$ cat src/logic/pms_pkg.sv
/*
  Shared constants and types of the power mode selector: mode codes, clock
  source codes and the timing count of the clock gate break.
  Assumes one system clock and a synchronous active-low reset.
*/
`default_nettype none

package pms_pkg;

  // ----------------------------------------------------------------------
  // Mode codes, one-hot; idle code is the run code shifted up by three
  // ----------------------------------------------------------------------
  typedef enum logic [6:0] {
    PMS_PRIMARY_RUN_MODE = 7'h01,
    PMS_SECONDARY_RUN_MODE = 7'h02,
    PMS_INTERNAL_RUN_MODE = 7'h04,
    PMS_PRIMARY_IDLE_MODE = 7'h08,
    PMS_SECONDARY_IDLE_MODE = 7'h10,
    PMS_INTERNAL_IDLE_MODE = 7'h20,
    PMS_SLEEP_MODE = 7'h40
  } pms_mode_type;

  localparam logic [6:0] PMS_RUN_MASK = 7'h07;
  localparam logic [6:0] PMS_IDLE_MASK = 7'h38;
  localparam int PMS_IDLE_SHIFT = 3;

  // ----------------------------------------------------------------------
  // Clock source select codes and active source codes
  // ----------------------------------------------------------------------
  localparam logic [1:0] PMS_CSS_PRIMARY = 2'h0;
  localparam logic [1:0] PMS_CSS_SECONDARY = 2'h1;
  localparam int PMS_CSS_INTERNAL_BIT = 1;
  localparam logic [1:0] PMS_SRC_PRIMARY = 2'h0;
  localparam logic [1:0] PMS_SRC_SECONDARY = 2'h1;
  localparam logic [1:0] PMS_SRC_INTERNAL = 2'h2;
  localparam logic [1:0] PMS_SRC_NONE = 2'h3;

  // ----------------------------------------------------------------------
  // Timing and reset values
  // ----------------------------------------------------------------------
  localparam int PMS_GATE_GAP_CYCLES = 1;
  localparam logic [3:0] PMS_OSC_CONFIG_RESET = 4'h0;

endpackage

`default_nettype wire

$ cat src/logic/pms_gate_if.sv
/*
  Carrier between the mode logic and one clock gate sequencer.
  Assumes both ends run on the same system clock.
*/
`timescale 1ns/1ps
`default_nettype none

interface pms_gate_if;
  logic want; // Gate should be open after this edge
  logic sw; // Source changes at this edge
  logic en; // Registered gate enable
  modport ctrl (output want, output sw, input en);
  modport gate (input want, input sw, output en);
endinterface

`default_nettype wire

$ cat src/logic/pms_gate.sv
/*
  Clock gate sequencer: registered enable that breaks for a fixed gap on
  every source change so no partial pulse reaches the gated domain.
  Assumes the downstream cell latches the enable while its clock is low.
*/
`timescale 1ns/1ps
`default_nettype none

module pms_gate #(
  parameter int GAP = pms_pkg::PMS_GATE_GAP_CYCLES
) (
  input wire logic clk_i,
  input wire logic nrst_i,
  pms_gate_if.gate g
);

  logic [3:0] cnt_reg;

  // --------------------------------------------------------------------
  // Enable sequencing
  // --------------------------------------------------------------------
  // Break-before-make: the enable is held low while the mux changes over
  always_ff @(posedge clk_i) begin
    if (!nrst_i) begin
      cnt_reg <= 4'h0;
      g.en <= 1'b1;
    end else if (g.sw) begin
      cnt_reg <= 4'(GAP);
      g.en <= 1'b0;
    end else if (cnt_reg > 4'h1) begin
      cnt_reg <= cnt_reg - 4'h1;
      g.en <= 1'b0;
    end else begin
      cnt_reg <= 4'h0;
      g.en <= g.want;
    end
  end

endmodule

`default_nettype wire

$ cat src/logic/pms_top.sv
/*
  Power mode selector: holds the current power mode, switches the clock
  source, sequences the CPU and peripheral clock gates and the oscillator
  enables. Assumes the core gives a one-cycle pulse per sleep instruction
  and the oscillators report ready as levels synchronous to CLK_SYS_I.
*/
`timescale 1ns/1ps
`default_nettype none

module pms_top (
  input wire logic CLK_SYS_I,
  input wire logic NRST_I,
  input wire logic [1:0] CLOCK_SOURCE_SELECT_I,
  input wire logic CPU_HALT_SELECT_I,
  input wire logic SLEEP_EXEC_I,
  input wire logic WAKE_INTERRUPT_I,
  input wire logic WAKE_WDT_I,
  input wire logic [3:0] PRIMARY_OSC_CONFIG_I,
  input wire logic PRIMARY_OSC_READY_I,
  input wire logic SECONDARY_OSC_ENABLE_I,
  input wire logic SECONDARY_OSC_READY_I,
  input wire logic INTERNAL_FAST_SELECT_I,
  input wire logic INTERNAL_OSC_READY_I,
  output logic [6:0] MODE_O,
  output logic [1:0] CLK_SOURCE_O,
  output logic CPU_CLK_EN_O,
  output logic PERIPH_CLK_EN_O,
  output logic PRIMARY_OSC_EN_O,
  output logic [3:0] PRIMARY_OSC_CONFIG_O,
  output logic FAST_INTERNAL_OSC_EN_O,
  output logic SLOW_INTERNAL_OSC_EN_O,
  output logic PRIMARY_CLOCK_ACTIVE_FLAG_O,
  output logic SECONDARY_CLOCK_ACTIVE_O
);

  pms_pkg::pms_mode_type mode_reg;
  pms_pkg::pms_mode_type mode_next;
  pms_pkg::pms_mode_type run_target;
  logic [1:0] src_reg;
  logic [1:0] src_next;
  logic wake_pend_reg;
  logic css_ready;
  logic wake;
  logic is_run;
  logic is_idle;
  logic want_pri;
  logic want_int;
  pms_gate_if cpu_g();
  pms_gate_if per_g();

  // --------------------------------------------------------------------
  // Source decoding
  // --------------------------------------------------------------------
  // Run mode named by the select field, and whether its source runs
  function automatic pms_pkg::pms_mode_type css_run(input logic [1:0] css);
    if (css[pms_pkg::PMS_CSS_INTERNAL_BIT])
      return pms_pkg::PMS_INTERNAL_RUN_MODE;
    else if (css == pms_pkg::PMS_CSS_SECONDARY)
      return pms_pkg::PMS_SECONDARY_RUN_MODE;
    else
      return pms_pkg::PMS_PRIMARY_RUN_MODE;
  endfunction

  function automatic logic [1:0] src_of(input pms_pkg::pms_mode_type m);
    case (m)
      pms_pkg::PMS_PRIMARY_RUN_MODE, pms_pkg::PMS_PRIMARY_IDLE_MODE:
        return pms_pkg::PMS_SRC_PRIMARY;
      pms_pkg::PMS_SECONDARY_RUN_MODE, pms_pkg::PMS_SECONDARY_IDLE_MODE:
        return pms_pkg::PMS_SRC_SECONDARY;
      pms_pkg::PMS_INTERNAL_RUN_MODE, pms_pkg::PMS_INTERNAL_IDLE_MODE:
        return pms_pkg::PMS_SRC_INTERNAL;
      default:
        return pms_pkg::PMS_SRC_NONE;
    endcase
  endfunction

  // Secondary counts as running only with its enable set as well
  always_comb begin
    if (CLOCK_SOURCE_SELECT_I[pms_pkg::PMS_CSS_INTERNAL_BIT])
      css_ready = INTERNAL_OSC_READY_I;
    else if (CLOCK_SOURCE_SELECT_I == pms_pkg::PMS_CSS_SECONDARY)
      css_ready = SECONDARY_OSC_ENABLE_I && SECONDARY_OSC_READY_I;
    else
      css_ready = PRIMARY_OSC_READY_I;
  end

  assign wake = WAKE_INTERRUPT_I || WAKE_WDT_I;
  assign is_run = |(mode_reg & pms_pkg::PMS_RUN_MASK);
  assign is_idle = |(mode_reg & pms_pkg::PMS_IDLE_MASK);

  // --------------------------------------------------------------------
  // Mode transitions
  // --------------------------------------------------------------------
  // A run mode follows the select field only once the new source runs;
  // otherwise the previous run mode stays and its idle twin is used
  always_comb begin
    run_target = css_ready ? css_run(CLOCK_SOURCE_SELECT_I) : mode_reg;
    mode_next = mode_reg;
    case (mode_reg)
      pms_pkg::PMS_PRIMARY_RUN_MODE, pms_pkg::PMS_SECONDARY_RUN_MODE,
      pms_pkg::PMS_INTERNAL_RUN_MODE: begin
        if (SLEEP_EXEC_I) begin
          if (CPU_HALT_SELECT_I)
            mode_next = pms_pkg::pms_mode_type'(run_target << pms_pkg::PMS_IDLE_SHIFT);
          else
            mode_next = pms_pkg::PMS_SLEEP_MODE;
        end else begin
          mode_next = run_target;
        end
      end
      pms_pkg::PMS_PRIMARY_IDLE_MODE, pms_pkg::PMS_SECONDARY_IDLE_MODE,
      pms_pkg::PMS_INTERNAL_IDLE_MODE: begin
        // Select fields are not touched; the same source resumes
        if (wake)
          mode_next = pms_pkg::pms_mode_type'(mode_reg >> pms_pkg::PMS_IDLE_SHIFT);
      end
      pms_pkg::PMS_SLEEP_MODE: begin
        // No clock reaches the core until the selected source is ready
        if ((wake || wake_pend_reg) && css_ready)
          mode_next = css_run(CLOCK_SOURCE_SELECT_I);
      end
      default: mode_next = pms_pkg::PMS_PRIMARY_RUN_MODE;
    endcase
    src_next = src_of(mode_next);
  end

  // Mode and source registers
  always_ff @(posedge CLK_SYS_I) begin
    if (!NRST_I) begin
      mode_reg <= pms_pkg::PMS_PRIMARY_RUN_MODE;
      src_reg <= pms_pkg::PMS_SRC_PRIMARY;
    end else begin
      mode_reg <= mode_next;
      src_reg <= src_next;
    end
  end

  // Wake seen while the source is still starting is remembered
  always_ff @(posedge CLK_SYS_I) begin
    if (!NRST_I)
      wake_pend_reg <= 1'b0;
    else if (mode_reg == pms_pkg::PMS_SLEEP_MODE && mode_next == mode_reg)
      wake_pend_reg <= wake_pend_reg || wake;
    else
      wake_pend_reg <= 1'b0;
  end

  // --------------------------------------------------------------------
  // Clock gates
  // --------------------------------------------------------------------
  // Gates follow the next mode so they line up with the mode register
  assign cpu_g.want = |(mode_next & pms_pkg::PMS_RUN_MASK);
  assign per_g.want = mode_next != pms_pkg::PMS_SLEEP_MODE;
  assign cpu_g.sw = (src_next != src_reg) && (src_next != pms_pkg::PMS_SRC_NONE)
                    && (src_reg != pms_pkg::PMS_SRC_NONE);
  assign per_g.sw = cpu_g.sw;

  pms_gate #(.GAP(pms_pkg::PMS_GATE_GAP_CYCLES)) u_cpu_gate (
    .clk_i(CLK_SYS_I),
    .nrst_i(NRST_I),
    .g(cpu_g.gate)
  );

  pms_gate #(.GAP(pms_pkg::PMS_GATE_GAP_CYCLES)) u_per_gate (
    .clk_i(CLK_SYS_I),
    .nrst_i(NRST_I),
    .g(per_g.gate)
  );

  assign CPU_CLK_EN_O = cpu_g.en;
  assign PERIPH_CLK_EN_O = per_g.en;
  assign MODE_O = mode_reg;
  assign CLK_SOURCE_O = src_reg;

  // --------------------------------------------------------------------
  // Oscillator enables and status flags
  // --------------------------------------------------------------------
  // A requested source is started early so a pending switch can finish
  assign want_pri = (src_next == pms_pkg::PMS_SRC_PRIMARY) || (is_run && !SLEEP_EXEC_I
                    && CLOCK_SOURCE_SELECT_I == pms_pkg::PMS_CSS_PRIMARY);
  // A wake in sleep must restart the internal block too, or it never comes ready
  assign want_int = (src_next == pms_pkg::PMS_SRC_INTERNAL) || (is_run && !SLEEP_EXEC_I
                    && CLOCK_SOURCE_SELECT_I[pms_pkg::PMS_CSS_INTERNAL_BIT])
                    || (mode_reg == pms_pkg::PMS_SLEEP_MODE && wake_pend_reg
                    && CLOCK_SOURCE_SELECT_I[pms_pkg::PMS_CSS_INTERNAL_BIT]);

  always_ff @(posedge CLK_SYS_I) begin
    if (!NRST_I) begin
      PRIMARY_OSC_EN_O <= 1'b1;
      FAST_INTERNAL_OSC_EN_O <= 1'b0;
      SLOW_INTERNAL_OSC_EN_O <= 1'b0;
      PRIMARY_CLOCK_ACTIVE_FLAG_O <= 1'b0;
      SECONDARY_CLOCK_ACTIVE_O <= 1'b0;
    end else begin
      // Sleep drops every enable and flag; wake in sleep restarts one
      PRIMARY_OSC_EN_O <= want_pri || (mode_reg == pms_pkg::PMS_SLEEP_MODE && wake_pend_reg
                          && CLOCK_SOURCE_SELECT_I == pms_pkg::PMS_CSS_PRIMARY);
      FAST_INTERNAL_OSC_EN_O <= want_int && INTERNAL_FAST_SELECT_I;
      SLOW_INTERNAL_OSC_EN_O <= want_int && !INTERNAL_FAST_SELECT_I;
      PRIMARY_CLOCK_ACTIVE_FLAG_O <= src_next == pms_pkg::PMS_SRC_PRIMARY
                                     && PRIMARY_OSC_READY_I;
      SECONDARY_CLOCK_ACTIVE_O <= src_next == pms_pkg::PMS_SRC_SECONDARY;
    end
  end

  // Oscillator type is caught while reset is held and kept afterwards
  always_ff @(posedge CLK_SYS_I) begin
    if (!NRST_I)
      PRIMARY_OSC_CONFIG_O <= PRIMARY_OSC_CONFIG_I;
    else
      PRIMARY_OSC_CONFIG_O <= PRIMARY_OSC_CONFIG_O;
  end
endmodule

`default_nettype wire

$ cat config.mk
export PLATFORM = sky130hd
export DESIGN_NAME = pms_top
export DESIGN_NICKNAME = d
export VERILOG_FILES = /design/src/logic/pms_pkg.sv /design/src/logic/pms_gate_if.sv /design/src/logic/pms_gate.sv /design/src/logic/pms_top.sv
export SDC_FILE = /design/constraint.sdc
export NUM_CORES = 1
export LEC_CHECK = 0
export BUFFER_PORTS_ARGS = -buffer_cell sky130_fd_sc_hd__buf_4
export CORE_MARGIN = 5
export CORE_UTILIZATION = 32
export DETAILED_ROUTE_END_ITERATION = 10
export PLACE_DENSITY = 0.61
export SETUP_SLACK_MARGIN = 0.02
export SYNTH_ARGS = -nofsm -noshare
export SYNTH_HDL_FRONTEND = slang
export SYNTH_SLANG_ARGS = --single-unit
$ cat constraint.sdc
create_clock -name CLK_SYS_I -period 4.2 [get_ports CLK_SYS_I]
set_input_delay 0.42 -clock CLK_SYS_I [delete_from_list [all_inputs] [get_ports CLK_SYS_I]]
set_output_delay 0.42 -clock CLK_SYS_I [all_outputs]
set_load 0.02 [all_outputs]
Yosys cells after proc, flatten, opt, wreduce, memory -nomap -nowiden
Index checks and enable logic that the tools add are counted.

Muxes and demuxes: 19. $add $sub $neg: 2. Reduce and logical (&&, ||, !) cells: 34. Bitwise logic cells: 3. Equal/unequal tests: 21. Magnitude comparators: 2.

Operators with widths (count): $mux 7 (5); $pmux 7 s3 (1); $reduce_or 3->1 (6); $eq 7x1->1 const B (2); $eq 7x2->1 const B (2); $eq 7x3->1 const B (2); $eq 7x4->1 const B (2); $eq 7x5->1 const B (2); $eq 7x6->1 const B (2); $logic_and 1x1->1 (14); $mux 1 (10); $gt 4x1->1 const B (2); $sub 4x1->4 const B (2); $eq 7x7->1 (1); $eq 7x7->1 const B (1); $ne 7x7->1 const B (1); $logic_or 1x1->1 (6); $pmux 2 s3 (1); $reduce_or 2->1 (3); $eq 2x1->1 const B (2); $logic_not 2->1 (2); $ne 2x2->1 const B (2); $mux 3 (1); $not 1->1 (3); 5 further kinds (6).

Bits of input ports: 17. Logic and storage cells: 96. Register bits after elaboration: 29. Output and inout bits: 20.

Logic depth before layout (Yosys ltp)
Depth after elaboration: 14. Depth in mapped cells: 9. Depth with buffers taken out: 7.

Modules after synthesis
A second synthesis with hierarchy kept.

Cell total of the unflattened synthesis: 161. Area, all modules: 1477.7 um^2.

By module, submodules not included: pms_top (area an instance 1027.2 um^2, cells each 117, sequential area each 420.4 um^2, instances 1); pms_gate (area an instance 225.2 um^2, cells each 22, sequential area each 100.1 um^2, instances 2).

Worst setup path after synthesis
OpenSTA, ideal clock, no wires.

Kind: register -> register. Start: reg mode_reg[0], in the netlist MODE_O[0]. End: reg u_cpu_gate.cnt_reg[0]. Library setup time: 0.117 ns. Period minus slack after synthesis: 2.165 ns. Arrival: 2.048 ns. Setup slack: 2.035 ns. Cell stages (with the launch flop): 9. Buffers on the path: 1. Required time: 4.083 ns. Path through: dfxtp_1 -> buf_2 -> xor2_1 -> o211ai_2 -> o32ai_2 -> o221ai_2 -> o22ai_2 -> o221ai_4 -> a22o_1.

Cells in the longest elaborated chain, start to end: 11. Elaborated cells on any way between the ends: 30. Classes of those cells: eq/ne: 15; mux: 8; reduce/logical: 7.

Ends and longest elaborated chain: from (decl) (line pms_top.sv:36) `pms_pkg::pms_mode_type mode_reg;`; from (signal assigned) (line pms_top.sv:130) `mode_reg <= pms_pkg::PMS_PRIMARY_RUN_MODE;`; from (signal assigned) (line pms_top.sv:133) `mode_reg <= mode_next;`; branches (longest 3 deep; another with $eq 7x4->1); $pmux 7 s3 (*) (line pms_top.sv:99) `case (mode_reg)`; $eq 7x3->1, or another cell as far along (line pms_top.sv:65) `case (m)`; $reduce_or 2->1 (line pms_top.sv:65); $pmux 2 s3 (*) (line pms_top.sv:65); $ne 2x2->1 (line pms_top.sv:154) `assign cpu_g.sw = (src_next != src_reg) && (src_next != pms_pkg::PMS_SRC_NONE)`; $logic_and 1x1->1 (*) (line pms_top.sv:154); $logic_and 1x1->1 (*) (line pms_top.sv:155) `&& (src_reg != pms_pkg::PMS_SRC_NONE);`; $mux 1 (*) (line pms_gate.sv:27) `end else if (g.sw) begin`; to (signal assigned) (line pms_gate.sv:28) `cnt_reg <= 4'(GAP);`; to (signal assigned) (line pms_gate.sv:31) `cnt_reg <= cnt_reg - 4'h1;`; to (decl) (line pms_gate.sv:17) `logic [3:0] cnt_reg;`.

Mark *: on every way between the ends. A chain may end at the register's enable or synchronous reset.

Final worst setup path
Start: reg mode_reg[6], in the netlist MODE_O[6]. End: reg u_cpu_gate.g.en.

Cells in the longest elaborated chain, start to end: 10. Elaborated cells on any way between the ends: 31. Classes of those cells: eq/ne: 15; mux: 8; reduce/logical: 8.

Ends and longest elaborated chain: $eq 7x4->1, or another cell as far along (line pms_top.sv:99); $reduce_or 3->1 or $mux 7 (tied branches) (line pms_top.sv:99, pms_top.sv:102); $pmux 7 s3 (*) (line pms_top.sv:99); $eq 7x3->1, or another cell as far along (line pms_top.sv:65); $reduce_or 2->1 (line pms_top.sv:65); $pmux 2 s3 (line pms_top.sv:65); $ne 2x2->1 (line pms_top.sv:154); $logic_and 1x1->1 (line pms_top.sv:154); $logic_and 1x1->1 (line pms_top.sv:155); $mux 1 (*) (line pms_gate.sv:27); to (signal assigned) (line pms_gate.sv:35) `g.en <= g.want;`; to (decl) (line pms_gate_if.sv:13) `modport gate (input want, input sw, output en);`.

Mark *: on every way between the ends. The rest lies on a longest branch, timed or not.

==> results.md <==
- Number of enable flip-flop cells after synthesis: 4
- DRT antenna net count: 0
- Cts repair resizes: 0
- Status: completed
- Slew Limit Headroom: 0.607
- Post-synthesis sequential area ratio: 0.398
- First-pass GRT wire length: 5.91 mm
- Worst Hold Class: in2reg
- Clk slew on worst S/H paths: 0.07 ns
- Fillers: 485
- RSZ-0062 raised after global routing: false
- Top-count cell post-synth: dfxtp_1
- Core Area: 0.00472 mm2
- Number of vias per cell: 5.03
- H-Tree Depth: 2
- Fin crit share: 0.561
- Clock Sinks: 29
- I/O Pins: 37
- Row count: 25
- GRT Total Usage: 0.120
- Final Hold Vio Count: 0
- Final worst path period need: 2.35 ns
- Sequential cell area: 621 um2
- Max-cap violation count: 0
- Post-synthesis register bit count: 29
- Worst R2R Start: MODE_O[6]
- Worst r2r dst: u_cpu_gate.g.en
- Num CTS Buffers: 5
- Commonest cells post-synth: dfxtp_1 (25), nor2_1 (15), nor3_1 (14)
- Ys async rst share: 0
- Cell count of the worst reg-to-reg path: 7
- Die area: 0.00636 mm2
- Worst Skew: 0.00600 ns
- Synth warn: 0
- Area growth syn-to-layout: 25.1%
- Hold_sp: INTERNAL_FAST_SELECT_I
- Clock share of power: 0.233
- Synthesized area: 0.00156 mm2
- Critical path class: reg2reg
- Worst-case clock buffer depth: 2
- CP Launch Type: flop
- CP required: 4.40 ns
- Largest net degree at the start of global routing: 16
- Share of layout cells above drive strength 1: 0.275
- Clk root buf: clkbuf_8
- Chip Width: 79.8 um
- Syn Nets: 188
- Initial core utilization: 0.330
- Area leader, netlist: dfxtp_1
- Yosys cell types: 53
- Comb pwr share: 0.368
- Drc violations: 0
- Initial antenna violation count: 0
- Vias in the first global route: 1274
- Fmax: 425 MHz
- NetSw: 0.340 mW
- Internal: 0.619 mW
- Final HPWL DP: 2.85 mm
- WHS: 0.295 ns
- Internal reg-to-reg setup slack: 1.85 ns
- Worst skew pair latency: 0.28 ns
- Cell Pwr Density: 492 mW/mm2
- Critical path arrival: 2.55 ns
- Hold path endpoint: SLOW_INTERNAL_OSC_EN_O
- Post-CTS Repair Setup Buffers: 0
- Yosys top cell area share: 0.321
- Crit path capture type: flop
- Hold path cells: 2
- CTS tree: yes
- Pre-antenna DRT Iters: 4
- Max FFs per register: 7
- Final setup TNS: 0 ns
- Buffers on Ports: 36
- Layout net count: 224
- Area taken by multi-input logic gates: 847 um2
- Ant diodes: 0
- Cell count after synthesis: 167
- Grt total ovfl: 0
- Max Fanout on Critical Path: 10
- Top FF cell, synth: dfxtp_1
- Drt wl/cell: 13.6 um
- Top area cells in the synthesized netlist: dfxtp_1 (32%), edfxtp_1 (7.7%), nor3_1 (4.5%)
- Final setup viols: 0
- Post-CTS Hold Buffers: 0
- Leak: 0.780 nW
- Total Wirelength: 3.68 mm
- Switching Fraction: 0.354
- GPL Wtd Cong: 0.908
- Max IR drop VDD: 206 uV
- Actual slew at the worst max-slew pin: 0.585 ns
- Vias post-DR: 1363
- Syn_area_per_cell: 9.33 um2
- Seq pwr share: 0.399
- Fin. max-slew vios: 0
- Die Y-Extent: 79.8 um
- Initial drt markers: 81
[how the worst max path moves through the flow]
| stage | start | to | slack [ns] | depth (start not counted) |
|---|---|---|---|---|
| 2_1_floorplan | MODE_O[0] | u_cpu_gate.cnt_reg[0] | 2.04 | 8 |
| 3_3_place_gp | MODE_O[6] | u_cpu_gate.cnt_reg[0] | 1.89 | 7 |
| 3_5_place_dp | CLOCK_SOURCE_SELECT_I[1] | u_cpu_gate.cnt_reg[0] | 1.88 | 8 |
| 4_1_cts | MODE_O[3] | u_cpu_gate.g.en | 1.87 | 7 |
| 5_1_grt | MODE_O[3] | u_cpu_gate.g.en | 1.72 | 7 |
| 6_report | MODE_O[6] | u_cpu_gate.g.en | 1.85 | 7 |
[cell type report]
class                   instances  share of cell area
well taps                      67              0.0430
clock buffers                   5              0.0353
flip-flops and latches         29               0.318
multi-input cells             120               0.435
clock inverters                 3             0.00899
inverters                      11              0.0212
repair buffers                 36               0.139
[power groups by stage]
| stage | clock, mW | combinational, mW | sequential [mW] |
|---|---|---|---|
| 2_1_floorplan | 0 | 0.238 | 0.407 |
| 3_3_place_gp | 0 | 0.354 | 0.389 |
| 3_5_place_dp | 0 | 0.356 | 0.388 |
| 4_1_cts | 0.234 | 0.358 | 0.383 |
| 5_1_grt | 0.244 | 0.393 | 0.389 |
| 6_report | 0.224 | 0.353 | 0.383 |
[per-stage QoR]
stage | util | instance area (um2) | std cells | setup WS (ns) | power (mW)
final | 0.413 | 1950 | 271 | 1.85 | 0.959
after global routing | 0.413 | 1950 | 271 | 1.72 | 1.03
after CTS | 0.413 | 1950 | 271 | 1.87 | 0.974
after detailed placement | 0.394 | 1860 | 263 | 1.88 | 0.744
after global placement | 0.394 | 1860 | 263 | 1.89 | 0.743
after floorplan | - | 1560 | 167 | 2.04 | 0.645
[logic make-up (layout without fill, tap and decap cells)]
logic type | after synthesis | in the layout | share of synthesized area
xor+xnor | 7 | 7 | 0.0394
fa+ha+maj | 4 | 4 | 0.0321
flops | 29 | 29 | 0.398
simple gates | 70 | 70 | 0.266
buf+inv | 18 | 55 | 0.0578
compound gates | 39 | 39 | 0.206
[metal layers]
layer | GRT usage | up-vias | part of all wire
met5 | 0 | - | 0
met3 | 0.0372 | 7 | 0.058
met1 | 0.146 | 633 | 0.45
met4 | 0.0574 | 0 | 0.026
li1 | - | 681 | -
met2 | 0.192 | 42 | 0.46
[worst max-delay path, cell delays in order (launching register included)]
cell and delay (ns):
dfxtp_1 0.41, nor4_4 0.37, o211ai_2 0.21, o32ai_2 0.36
o221ai_2 0.19, o22ai_2 0.23, o221ai_4 0.19, a221oi_2 0.30
[placed cells by master (no fill, tap or decap), types with 3 or more instances in the layout]
master,instances
a21oi_1,4
buf_4,36
nor4b_1,3
nor2_1,15
o31ai_1,3
clkbuf_8,5
edfxtp_1,4
ha_1,4
o21ai_0,6
nand2b_1,5
nand2_1,7
and2_1,3
inv_1,10
a31oi_1,3
nand3_1,3
nor3_1,14
dfxtp_1,25
xnor2_1,5
nor3b_1,5
(Power assumes the default switching activity.)
